## config.mk

```make
export PLATFORM = sky130hd
export DESIGN_NAME = mecr_regs
export DESIGN_NICKNAME = d
export VERILOG_FILES = /design/src/core/mecr_pkg.sv /design/src/core/mecr_sync_reset.sv /design/src/core/mecr_timestamp.sv /design/src/core/mecr_regs.sv
export SDC_FILE = /design/constraint.sdc
export NUM_CORES = 1
export LEC_CHECK = 0
export BUFFER_PORTS_ARGS = -buffer_cell sky130_fd_sc_hd__buf_2
export CAP_MARGIN = 10
export CORE_AREA = 2 2 102 124
export DETAILED_ROUTE_END_ITERATION = 8
export DIE_AREA = 0 0 104 126
export PLACE_DENSITY = 0.7
export SLEW_MARGIN = 25
export SYNTH_ARGS = -nofsm -noshare
export SYNTH_HDL_FRONTEND = slang
export SYNTH_SLANG_ARGS = --single-unit
```

## constraint.sdc

```tcl
create_clock -name clk -period 4.4 [get_ports clk]
set_input_delay 1.32 -clock clk [delete_from_list [all_inputs] [get_ports clk]]
set_output_delay 1.32 -clock clk [all_outputs]
set_load 0.005 [all_outputs]
```

## src/core/mecr_pkg.sv

```systemverilog
// package: offsets, field positions, reset values and timing constants of the config bank
package mecr_pkg;
    // =====================================================
    // register offsets
    localparam logic [7:0] MECR_ADDR_FUNC_CFG   = 8'h58;
    localparam logic [7:0] MECR_ADDR_ORIENT_THS = 8'h59;
    localparam logic [7:0] MECR_ADDR_TAP_TIMING = 8'h5a;
    localparam logic [7:0] MECR_ADDR_ACT_THS    = 8'h5b;
    localparam logic [7:0] MECR_ADDR_ACT_DUR    = 8'h5c;
    localparam logic [7:0] MECR_ADDR_DROP_CFG   = 8'h5d;
    localparam logic [7:0] MECR_RESET_VALUE     = 8'h00;
    localparam int         MECR_NUM_REGS        = 6;

    // =====================================================
    // field positions
    localparam int MECR_BIT_TS_EN      = 7;
    localparam int MECR_BIT_STEP_EN    = 6;
    localparam int MECR_BIT_TILT_EN    = 5;
    localparam int MECR_BIT_FILT_SEL   = 4;
    localparam int MECR_BIT_TAP_X      = 3;
    localparam int MECR_BIT_TAP_Y      = 2;
    localparam int MECR_BIT_TAP_Z      = 1;
    localparam int MECR_BIT_LATCH      = 0;
    localparam int MECR_BIT_FOUR_DIR   = 7;
    localparam int MECR_POS_ORIENT_THS = 5;
    localparam int MECR_POS_KNOCK_THS  = 0;
    localparam int MECR_POS_GAP        = 4;
    localparam int MECR_POS_QUIET      = 2;
    localparam int MECR_POS_SHOCK      = 0;
    localparam int MECR_BIT_DOUBLE     = 7;
    localparam int MECR_BIT_INACT      = 6;
    localparam int MECR_POS_ACT_THS    = 0;
    localparam int MECR_BIT_DROP_MSB   = 7;
    localparam int MECR_POS_ACT_DUR    = 5;
    localparam int MECR_BIT_TS_RES     = 4;
    localparam int MECR_POS_SLEEP      = 0;
    localparam int MECR_POS_DROP_LOW   = 3;
    localparam int MECR_POS_DROP_THS   = 0;

    // =====================================================
    // timing in accel sample periods
    localparam logic [9:0]  MECR_GAP_ZERO_PER    = 10'h010;
    localparam logic [9:0]  MECR_GAP_STEP_PER    = 10'h020;
    localparam logic [9:0]  MECR_QUIET_ZERO_PER  = 10'h002;
    localparam logic [9:0]  MECR_QUIET_STEP_PER  = 10'h004;
    localparam logic [9:0]  MECR_SHOCK_ZERO_PER  = 10'h004;
    localparam logic [9:0]  MECR_SHOCK_STEP_PER  = 10'h008;
    localparam logic [13:0] MECR_SLEEP_STEP_PER  = 14'h0200;

    // timestamp tick in ns and in clk cycles at 100 ns
    localparam longint MECR_CLK_PERIOD_NS  = 100;
    localparam longint MECR_TICK_SLOW_NS   = 6400000;
    localparam longint MECR_TICK_FAST_NS   = 25000;
    localparam int     MECR_TICK_SLOW_CYC  = int'(MECR_TICK_SLOW_NS / MECR_CLK_PERIOD_NS);
    localparam int     MECR_TICK_FAST_CYC  = int'(MECR_TICK_FAST_NS / MECR_CLK_PERIOD_NS);

    // free-fall threshold in mg, per code
    typedef logic [8:0] mecr_mg_type;
    function automatic mecr_mg_type mecr_drop_mg(input logic [2:0] code);
        case (code)
            3'h0:    mecr_drop_mg = 9'd156;
            3'h1:    mecr_drop_mg = 9'd219;
            3'h2:    mecr_drop_mg = 9'd250;
            3'h3:    mecr_drop_mg = 9'd312;
            3'h4:    mecr_drop_mg = 9'd344;
            3'h5:    mecr_drop_mg = 9'd406;
            3'h6:    mecr_drop_mg = 9'd469;
            default: mecr_drop_mg = 9'd500;
        endcase
    endfunction : mecr_drop_mg

    // orientation threshold in degrees, per code
    function automatic logic [6:0] mecr_orient_deg(input logic [1:0] code);
        case (code)
            2'h0:    mecr_orient_deg = 7'd80;
            2'h1:    mecr_orient_deg = 7'd70;
            2'h2:    mecr_orient_deg = 7'd60;
            default: mecr_orient_deg = 7'd50;
        endcase
    endfunction : mecr_orient_deg

    // code zero has its own length, other codes scale per step
    function automatic logic [9:0] mecr_periods(input logic [3:0] code,
                                                input logic [9:0] zero_per,
                                                input logic [9:0] step_per);
        logic [13:0] prod;
        prod = 14'(code) * 14'(step_per);
        mecr_periods = (code == 4'h0) ? zero_per : prod[9:0];
    endfunction : mecr_periods
endpackage : mecr_pkg

```

## src/core/mecr_sync_reset.sv

```systemverilog
// reset release synchroniser
`timescale 1ns/1ps
module mecr_sync_reset (
    // clock and raw reset
    input  wire logic clk,
    input  wire logic rst_b,
    // released reset
    output logic      rst_sync_b
);
    logic stage1_reg;
    logic stage2_reg;

    // =====================================================
    // assert at once, release after two edges
    always_ff @(posedge clk or negedge rst_b) begin
        if (!rst_b) begin
            stage1_reg <= 1'b0;
            stage2_reg <= 1'b0;
        end else begin
            stage1_reg <= 1'b1;
            stage2_reg <= stage1_reg;
        end
    end
    assign rst_sync_b = stage2_reg;
endmodule : mecr_sync_reset

```

## src/core/mecr_timestamp.sv

```systemverilog
// free-running timestamp counter with selectable tick
`timescale 1ns/1ps
module mecr_timestamp
    import mecr_pkg::*;
#(
    parameter int SLOW_CYC = MECR_TICK_SLOW_CYC,
    parameter int FAST_CYC = MECR_TICK_FAST_CYC
) (
    // clock and reset
    input  wire logic        clk,
    input  wire logic        rst_sync_b,
    // control
    input  wire logic        enable,
    input  wire logic        fine_res,
    // count
    output logic      [23:0] count
);
    import mecr_pkg::*;

    initial begin
        if (SLOW_CYC < 1 || FAST_CYC < 1 || SLOW_CYC > 16777215 || FAST_CYC > 16777215)
            $error("tick counts out of range");
    end

    logic [23:0] div_reg;
    logic [23:0] div_next;
    logic [23:0] count_reg;
    logic [23:0] count_next;
    logic [23:0] limit;

    // =====================================================
    // divider restarts when off so first tick is a full period
    always_comb begin
        limit      = fine_res ? 24'(FAST_CYC - 1) : 24'(SLOW_CYC - 1);
        div_next   = div_reg;
        count_next = count_reg;
        if (!enable) begin
            div_next = 24'h00_0000;
        end else if (div_reg >= limit) begin
            div_next   = 24'h00_0000;
            count_next = count_reg + 24'h00_0001;
        end else begin
            div_next = div_reg + 24'h00_0001;
        end
    end

    always_ff @(posedge clk or negedge rst_sync_b) begin
        if (!rst_sync_b) begin
            div_reg   <= 24'h00_0000;
            count_reg <= 24'h00_0000;
        end else begin
            div_reg   <= div_next;
            count_reg <= count_next;
        end
    end
    assign count = count_reg;

    // =====================================================
    // checks
    a_count_frozen_off : assert property (@(posedge clk) disable iff (!rst_sync_b)
        !enable |=> $stable(count_reg)) else $error("timestamp moved while off");
    a_div_bound : assert property (@(posedge clk) disable iff (!rst_sync_b)
        div_reg <= 24'(SLOW_CYC - 1)) else $error("divider overran");
endmodule : mecr_timestamp

```

## src/core/mecr_regs.sv

```systemverilog
// motion event configuration register bank, top
`timescale 1ns/1ps
module mecr_regs
    import mecr_pkg::*;
#(
    parameter int SLOW_CYC = MECR_TICK_SLOW_CYC,
    parameter int FAST_CYC = MECR_TICK_FAST_CYC
) (
    // clock and reset
    input  wire logic        clk,
    input  wire logic        rst_b,
    // register port from the serial host interface
    input  wire logic        reg_wr,
    input  wire logic        reg_rd,
    input  wire logic [7:0]  reg_addr,
    input  wire logic [7:0]  reg_wdata,
    output logic      [7:0]  reg_rdata,
    output logic             reg_hit,
    // engine enables
    output logic             timestamp_enable,
    output logic             step_algorithm_enable,
    output logic             tilt_enable,
    output logic             filter_path_select,
    output logic      [2:0]  tap_axis_enable,
    output logic             interrupt_latch_select,
    output logic             six_direction_orientation,
    output logic             four_direction_mode,
    output logic             double_knock_enable,
    output logic             inactivity_enable,
    // thresholds
    output logic      [1:0]  orientation_threshold,
    output logic      [6:0]  orientation_degrees,
    output logic      [4:0]  knock_threshold,
    output logic      [5:0]  activity_threshold_field,
    output logic      [2:0]  drop_threshold,
    output logic      [8:0]  drop_threshold_mg,
    // durations in accel sample periods
    output logic      [9:0]  double_knock_gap,
    output logic      [9:0]  knock_quiet_periods,
    output logic      [9:0]  knock_shock_periods,
    output logic      [1:0]  activity_duration_field,
    output logic      [13:0] sleep_entry_delay,
    output logic      [5:0]  drop_duration,
    // timestamp
    output logic             timestamp_resolution_select,
    output logic      [23:0] timestamp_count
);
    import mecr_pkg::*;

    logic rst_sync_b;

    // =====================================================
    // reset release
    mecr_sync_reset u_rst (
        .clk        (clk),
        .rst_b      (rst_b),
        .rst_sync_b (rst_sync_b)
    );

    // =====================================================
    // register storage, indexed from the first offset
    logic [7:0] bank_reg  [MECR_NUM_REGS];
    logic [7:0] bank_next [MECR_NUM_REGS];
    logic [7:0] rdata_reg;
    logic [7:0] rdata_next;
    logic       hit_reg;
    logic       hit_next;
    logic       addr_ok;
    logic [2:0] idx;

    function automatic logic in_bank(input logic [7:0] a);
        in_bank = (a >= MECR_ADDR_FUNC_CFG) && (a <= MECR_ADDR_DROP_CFG);
    endfunction : in_bank

    always_comb begin
        logic [7:0] off;
        off     = reg_addr - MECR_ADDR_FUNC_CFG;
        idx     = off[2:0];
        addr_ok = in_bank(reg_addr);
        for (int i = 0; i < MECR_NUM_REGS; i++) begin
            bank_next[i] = bank_reg[i];
        end
        if (reg_wr && addr_ok) begin
            bank_next[idx] = reg_wdata;
        end
        // unmapped reads return zero with hit low
        rdata_next = rdata_reg;
        hit_next   = 1'b0;
        if (reg_rd) begin
            rdata_next = addr_ok ? bank_reg[idx] : 8'h00;
            hit_next   = addr_ok;
        end
    end

    always_ff @(posedge clk or negedge rst_sync_b) begin
        if (!rst_sync_b) begin
            for (int i = 0; i < MECR_NUM_REGS; i++) begin
                bank_reg[i] <= MECR_RESET_VALUE;
            end
            rdata_reg <= 8'h00;
            hit_reg   <= 1'b0;
        end else begin
            for (int i = 0; i < MECR_NUM_REGS; i++) begin
                bank_reg[i] <= bank_next[i];
            end
            rdata_reg <= rdata_next;
            hit_reg   <= hit_next;
        end
    end
    assign reg_rdata = rdata_reg;
    assign reg_hit   = hit_reg;

    // =====================================================
    // field decode
    logic [7:0] cfg;
    logic [7:0] ths6;
    logic [7:0] tim;
    logic [7:0] wth;
    logic [7:0] wdur;
    logic [7:0] ffr;
    assign cfg  = bank_reg[0];
    assign ths6 = bank_reg[1];
    assign tim  = bank_reg[2];
    assign wth  = bank_reg[3];
    assign wdur = bank_reg[4];
    assign ffr  = bank_reg[5];

    assign timestamp_enable       = cfg[MECR_BIT_TS_EN];
    assign step_algorithm_enable  = cfg[MECR_BIT_STEP_EN];
    assign tilt_enable            = cfg[MECR_BIT_TILT_EN];
    assign filter_path_select     = cfg[MECR_BIT_FILT_SEL];
    assign tap_axis_enable        = {cfg[MECR_BIT_TAP_X], cfg[MECR_BIT_TAP_Y],
                                     cfg[MECR_BIT_TAP_Z]};
    assign interrupt_latch_select = cfg[MECR_BIT_LATCH];

    // zero in the bit means four-direction mode on
    assign four_direction_mode       = ~ths6[MECR_BIT_FOUR_DIR];
    assign six_direction_orientation = ths6[MECR_BIT_FOUR_DIR];
    assign orientation_threshold     = ths6[MECR_POS_ORIENT_THS +: 2];
    assign orientation_degrees       = mecr_orient_deg(orientation_threshold);
    assign knock_threshold           = ths6[MECR_POS_KNOCK_THS +: 5];

    assign double_knock_gap    = mecr_periods(tim[MECR_POS_GAP +: 4],
                                              MECR_GAP_ZERO_PER, MECR_GAP_STEP_PER);
    assign knock_quiet_periods = mecr_periods({2'b00, tim[MECR_POS_QUIET +: 2]},
                                              MECR_QUIET_ZERO_PER, MECR_QUIET_STEP_PER);
    assign knock_shock_periods = mecr_periods({2'b00, tim[MECR_POS_SHOCK +: 2]},
                                              MECR_SHOCK_ZERO_PER, MECR_SHOCK_STEP_PER);

    assign double_knock_enable      = wth[MECR_BIT_DOUBLE];
    assign inactivity_enable        = wth[MECR_BIT_INACT];
    assign activity_threshold_field = wth[MECR_POS_ACT_THS +: 6];

    assign activity_duration_field     = wdur[MECR_POS_ACT_DUR +: 2];
    assign timestamp_resolution_select = wdur[MECR_BIT_TS_RES];
    // limitation: longest delay 15*512 periods fits 14 bits
    assign sleep_entry_delay = 14'(wdur[MECR_POS_SLEEP +: 4]) * MECR_SLEEP_STEP_PER;
    assign drop_duration     = {wdur[MECR_BIT_DROP_MSB], ffr[MECR_POS_DROP_LOW +: 5]};
    assign drop_threshold    = ffr[MECR_POS_DROP_THS +: 3];
    assign drop_threshold_mg = mecr_drop_mg(drop_threshold);

    // =====================================================
    // timestamp engine
    mecr_timestamp #(
        .SLOW_CYC (SLOW_CYC),
        .FAST_CYC (FAST_CYC)
    ) u_ts (
        .clk        (clk),
        .rst_sync_b (rst_sync_b),
        .enable     (timestamp_enable),
        .fine_res   (timestamp_resolution_select),
        .count      (timestamp_count)
    );

    // =====================================================
    // checks
    a_write_readback : assert property (@(posedge clk) disable iff (!rst_sync_b)
        (reg_wr && addr_ok && !reg_rd) ##1 !reg_wr
        ##1 (reg_rd && !reg_wr && $past(reg_addr, 2) == reg_addr)
        |=> reg_rdata == $past(reg_wdata, 3)) else $error("readback mismatch");
    a_unmapped_zero : assert property (@(posedge clk) disable iff (!rst_sync_b)
        (reg_rd && !addr_ok) |=> (reg_rdata == 8'h00 && !reg_hit))
        else $error("unmapped read not zero");
    a_gap_decode : assert property (@(posedge clk) disable iff (!rst_sync_b)
        (tim[MECR_POS_GAP +: 4] == 4'h0) |-> double_knock_gap == MECR_GAP_ZERO_PER)
        else $error("gap code zero wrong");
    a_quiet_decode : assert property (@(posedge clk) disable iff (!rst_sync_b)
        (tim[MECR_POS_QUIET +: 2] != 2'h0) |->
        knock_quiet_periods == 10'(tim[MECR_POS_QUIET +: 2]) * MECR_QUIET_STEP_PER)
        else $error("quiet decode wrong");
    a_shock_decode : assert property (@(posedge clk) disable iff (!rst_sync_b)
        (tim[MECR_POS_SHOCK +: 2] == 2'h0) |-> knock_shock_periods == MECR_SHOCK_ZERO_PER)
        else $error("shock decode wrong");
    a_orient_decode : assert property (@(posedge clk) disable iff (!rst_sync_b)
        orientation_degrees == 7'(7'd80 - 7'd10 * 7'(orientation_threshold)))
        else $error("orientation decode wrong");
    a_drop_span : assert property (@(posedge clk) disable iff (!rst_sync_b)
        (reg_wr && reg_addr == MECR_ADDR_ACT_DUR) |=>
        drop_duration[5] == $past(reg_wdata[MECR_BIT_DROP_MSB]))
        else $error("drop msb not taken");
    a_sleep_scale : assert property (@(posedge clk) disable iff (!rst_sync_b)
        sleep_entry_delay[8:0] == 9'h000) else $error("sleep delay not 512 multiple");
    a_reset_off : assert property (@(posedge clk)
        $rose(rst_sync_b) |-> (!timestamp_enable && !step_algorithm_enable && !tilt_enable
        && !inactivity_enable && four_direction_mode))
        else $error("enables not off after reset");

    c_enable_ts : cover property (@(posedge clk) disable iff (!rst_sync_b)
        $rose(timestamp_enable));
    c_fine_tick : cover property (@(posedge clk) disable iff (!rst_sync_b)
        timestamp_resolution_select && $changed(timestamp_count));
    c_double_tap : cover property (@(posedge clk) disable iff (!rst_sync_b)
        double_knock_enable && double_knock_gap != MECR_GAP_ZERO_PER);
    c_max_drop : cover property (@(posedge clk) disable iff (!rst_sync_b)
        drop_duration == 6'h3f);
endmodule : mecr_regs

```

After elaboration in Yosys (flattened, before gate mapping)
Index checks and enable logic that the tools add are counted.
{"block": "op_classes", "n_lt_le_gt_ge": 5, "eq_ne": 8, "add_sub_neg": 3, "reduce_logical": 9, "n_bitwise": 2, "mux": 16}
{"operator": "$pmux W9 S7", "n": 1}
{"operator": "$add A24 B1 Y24 const B", "n": 2}
{"operator": "$bwmux W48", "n": 1}
{"operator": "$mux W24", "n": 2}
{"operator": "$mux W8", "n": 4}
{"operator": "$bmux W8 S3", "n": 1}
{"operator": "$demux W8 S3", "n": 1}
{"operator": "$ge A24 B24 Y1", "n": 1}
{"operator": "$pmux W7 S3", "n": 1}
{"operator": "$mux W16", "n": 1}
{"operator": "$eq A3 B3 Y1 const B", "n": 3}
{"operator": "$mux W9", "n": 1}
{"operator": "$ge A8 B7 Y1 const B", "n": 1}
{"operator": "$le A8 B7 Y1 const B", "n": 1}
{"operator": "$eq A3 B2 Y1 const B", "n": 2}
{"operator": "$logic_not A2 Y1", "n": 3}
{"operator": "$mux W5", "n": 1}
{"operator": "$ge A4 B4 Y1 const B", "n": 1}
{"operator": "$logic_not A4 Y1", "n": 1}
{"operator": "$lt A4 B1 Y1 const B", "n": 1}
{"operator": "$mux W4", "n": 1}
{"operator": "$not A3 Y4", "n": 1}
{"operator": "$eq A3 B1 Y1 const B", "n": 1}
{"operator": "$logic_and A1 B1 Y1", "n": 3}
{"operator": "other kinds (7)", "n": 7}
{"block": "word_totals", "elab_cells": 55, "inputBits": 20, "out_inout_bits": 130, "reg_bits": 107}

Logic depth before layout (Yosys ltp)
{"block": "depth", "word_depth": 7, "mapped_depth": 8, "mapped_depth_nobuf": 7}

Cells and area by module
From an unflattened synthesis, not the netlist that was laid out.
{"block": "hier_totals", "hier_cells": 491, "area_unflattened_um2": 5429.0}
{"module": "mecr_regs", "area_per_inst_um2": 3062.9, "cells_per_inst": 272, "n_inst": 1, "seq_area_each_um2": 1426.4}
{"module": "mecr_timestamp", "area_per_inst_um2": 2312.2, "cells_per_inst": 216, "n_inst": 1, "seq_area_each_um2": 1201.2}
{"module": "mecr_sync_reset", "area_per_inst_um2": 53.8, "cells_per_inst": 3, "n_inst": 1, "seq_area_each_um2": 50.0}

Least setup slack after synthesis
No wires, ideal clock.
{"block": "synth_path", "kind": "input port to flip-flop", "startpoint": "input reg_addr[1]", "endpoint": "register bank_reg, in the netlist ths6[1]", "n_path_buf": 3, "required_time_ps": 4275, "setup_slack_ps": 1577, "setup_ps": 125, "t_arrival_ps": 2699, "path_stages": 6, "cell_sequence": "clkbuf_1 or2_2 clkbuf_1 nor2_1 clkbuf_1 mux2_2"}
{"block": "synth_between", "elab_chain_cells": 7, "elab_cells_between_ends": 12, "cone_classes": "add/sub (1); order compare (4); mux (3); bitwise (1); reduce/logical (3)"}
{"item": "start: declaration", "line_no": "mecr_regs.sv:15", "rtl": "input wire logic [7:0] reg_addr,"}
{"item": "$sub A3 B1 Y3", "line_no": "mecr_regs.sv:77", "rtl": "off = reg_addr - MECR_ADDR_FUNC_CFG;"}
{"item": "$not A3 Y4 (not written as such)", "line_no": "mecr_regs.sv:84", "rtl": "bank_next[idx] = reg_wdata;"}
{"item": "$ge A4 B4 Y1 (not written as such) or $lt A4 B1 Y1 (tied branches)", "line_no": "mecr_regs.sv:84"}
{"item": "$logic_and A1 B1 Y1 (not written as such)", "line_no": "mecr_regs.sv:84"}
{"item": "$mux W8 (not written as such)", "line_no": "mecr_regs.sv:84"}
{"item": "$demux W8 S3", "line_no": "mecr_regs.sv:84"}
{"item": "$bwmux W48", "line_no": "mecr_regs.sv:84"}
{"item": "end signal: indexed assignment", "line_no": "mecr_regs.sv:104", "rtl": "bank_reg[i] <= bank_next[i];"}
{"item": "end: declaration", "line_no": "mecr_regs.sv:62", "rtl": "logic [7:0] bank_reg [MECR_NUM_REGS];"}
Parallel ways exist; a longest one is shown, timed or not.
A chain may end at the register's enable or synchronous reset.

Worst setup path in the final report
{"block": "layout_path", "startpoint": "input reg_addr[2]", "endpoint": "register bank_reg, in the netlist wth[5]"}
The elaborated chain is that of the path after synthesis.

==> flow_metrics.env <==
export IMPL_yosys_area_top_type_share_pct=50.9
export IMPL_clockRootBuffer="clkbuf_16"
export IMPL_die_area_sq_mm=0.0131
export IMPL_final_layout_size_suffix_gt1_share_pct=31.4
export IMPL_post_synth_instance_area_sq_mm=0.00526
export IMPL_fp_coreArea_sq_mm=0.0119
export IMPL_critPathKind="in2reg"
export IMPL_timing_setup_tns_ps=0
export IMPL_syn_inst=486
export IMPL_via_per_inst=5.10
export IMPL_critical_path_buffers_and_inverters=2
export IMPL_final_period_utilization_pct=75.8
export IMPL_route_detailed_drc=0
export IMPL_layout_cells_most_common_list="118 x buf_2, 106 x dfrtp_1, 45 x mux2_2, 39 x conb_1, 37 x nor2_1"
export IMPL_hold_viol_final=0
export IMPL_finalClockSkew_ps=9.85
export IMPL_kind_of_cell_adding_the_most_delay_to_the_critical_path="simple AND/OR/NAND/NOR gates"
export IMPL_leading_cell_type_in_the_layout_fill_and_taps_excluded="buf_2"
export IMPL_num_io_pins=150
export IMPL_synth_edff_count=0
export IMPL_finalMaxSlewViolations=0
export IMPL_vias=3914
export IMPL_max_slew_margin_pct=32.0
export IMPL_cts_sinks=107
export IMPL_routabilityCongestion=0.829
export IMPL_ctsHtreeMaxLevel=3
export IMPL_rsz0062_at_grt="no"
export IMPL_crit_path_end_kind="flop"
export IMPL_static_power_due_to_leakage_nw=3.24
export IMPL_port_buffers=118
export IMPL_grt_use_total_pct=19.6
export IMPL_vias_in_the_first_global_route=3941
export IMPL_ctsResizeCount=0
export IMPL_die_h_um=126
export IMPL_final_nets=637
export IMPL_place_detailed_hpwl_mm=9.20
export IMPL_setup_worst_path_start_class="primary input"
export IMPL_post_route_utilization_pct=52.2
export IMPL_grt_overflow=0
export IMPL_synth_seq_area_share_pct=50.9
export IMPL_drt_pre_antenna_iters=4
export IMPL_post_cts_setup_buffer_count=0
export IMPL_clock_tree_buffer_depth=2
export IMPL_start_util_pct=44.3
export IMPL_synthDominantAreaCellType="dfrtp_1"
export IMPL_postSynthAreaPerCell_sq_um=10.8
export IMPL_crit_arrival_ps=3550
export IMPL_synthFlopType="dfrtp_1"
export IMPL_synth_ff_latch_count=107
export IMPL_post_synth_num_cell_types=43
export IMPL_max_cap_violations=0
export IMPL_layout_min_cycle_time_ps=3340
export IMPL_synthArstFlopShare_pct=100
export IMPL_tritoncts="built"
export IMPL_min_path_type="reg2reg"
export IMPL_synth_area_top_cells="dfrtp_1 51%, mux2_2 9.6%, xor2_1 4.7%"
export IMPL_required_ps=4620
export IMPL_detail_route_iter0_violations=159
export IMPL_pwr_density_cell_mw_per_mm2=330
export IMPL_setup_violations=0
export IMPL_max_vdd_ir_drop_v=0.000234
export IMPL_path_cells="buf_2 -> clkinv_1 -> nand2_1 -> nor2_1 -> mux2_2"
export IMPL_num_antenna_cells=0
export IMPL_maxClockFrequency_ghz=0.300
export IMPL_die_width_um=104
export IMPL_worst_slew_pin_slew_ps=1020
export IMPL_wire_per_inst_um=16.3
export IMPL_syn_to_layout_area_delta_pct=17.9
export IMPL_grt_start_max_net_pins=67
export IMPL_critical_path_max_stage_delay_ps=910
export IMPL_grt_pass1_wl_mm=20.4
export IMPL_tritoncts_num_buffers=9
export IMPL_clock_insertion_delay_worst_skew_ps=340
export IMPL_drt_antenna_violating_nets=0
export IMPL_drt_wl_total_mm=12.5
export IMPL_clkSlewWorstSetupHoldPaths_ps=70
export IMPL_number_of_antenna_violations_at_the_first_check_in_global_routing=0
export IMPL_critical_path_slowest_cell="nor2_1"
export IMPL_path_max_fanout=17
export IMPL_floorplan_rows=44
export IMPL_yosys_warns=0
export IMPL_outcome="complete, no violations"
export IMPL_cts_hold_repair_buffers=0
-- layer usage --
metal	track usage (%)	vias up	share of wire, %
li1	-	1837	-
met1	23.2	1927	41
met2	35.6	136	53
met3	4.50	14	5.3
met4	5.17	0	1.3
met5	0	-	0
-- final timing paths --
path,start,slack (ps),cells past startpoint,end
max reg2reg,wdur[4],1560,6,u_ts.count[1]
min reg2reg,u_rst.stage1_reg,360,0,u_rst.rst_sync_b
max,reg_addr[2],1060,5,wth[5]
min,u_rst.stage1_reg,360,0,u_rst.rst_sync_b
min in group asynchronous,u_rst.rst_sync_b,450,0,reg_rdata[2]
max in group asynchronous,u_rst.rst_sync_b,2850,1,wth[4]
-- kinds of logic (layout without fill, tap and decap cells) --
group / count (synthesis) / after routing / share of synthesized area (%)
adder cells (fa/ha/maj): 15 / 15 / 3.57
AND/OR/NAND/NOR: 150 / 150 / 14.7
multiplexers: 52 / 52 / 11.0
flip-flops: 107 / 107 / 50.9
other: 2 / 39 / 0.143
AO/OA/AOI/OAI: 48 / 48 / 5.75
buffers and inverters: 74 / 157 / 7.66
XOR/XNOR: 38 / 38 / 6.32
-- per-stage QoR --
stage                     power, mW  instances  hold WS (ps)  area [sq um]  worst slack [ps]
final                          2.05        767           365          6200              1060
after global routing           2.14        767           370          6200               903
after CTS                      2.07        767           370          6200              1070
after detailed placement       1.25        752           347          5900               767
after global placement         1.24        752           338          5900               794
after floorplan                1.18        523           331          5400              1200
-- layout make-up --
class                           count  area [sq um]
Inverter                           22          82.6
Multi-Input combinational cell    342          2330
Timing Repair Buffer              120           606
Tap cell                          161           201
Clock inverter                      3          46.3
Clock buffer                       12           256
Sequential cell                   107          2680
Fill cell                        1072          5690
-- cells in the mapped netlist (2+ instances only) --
cell type	count
o221ai_1	9
o22ai_1	6
mux2i_1	7
xnor2_1	10
ha_1	15
nor3_1	11
or3_1	3
xor2_1	28
buf_4	31
or2_2	5
mux2_2	45
conb_1	2
nand3_1	19
nor2_1	37
inv_1	21
and3_1	3
nand2_1	32
a21oi_1	5
nor4_1	10
nand4_1	9
nand2b_1	7
and2_1	4
o21ai_0	22
nor4_2	2
and4_1	2
clkbuf_1	18
dfrtp_1	107
-- report_power, final --
group          internal [mW]  leakage [nW]  switching [mW]
logic                 0.0773          1.68          0.0884
registers               1.02          1.41          0.0502
clock network          0.472         0.145           0.346
(Power assumes the default switching activity.)
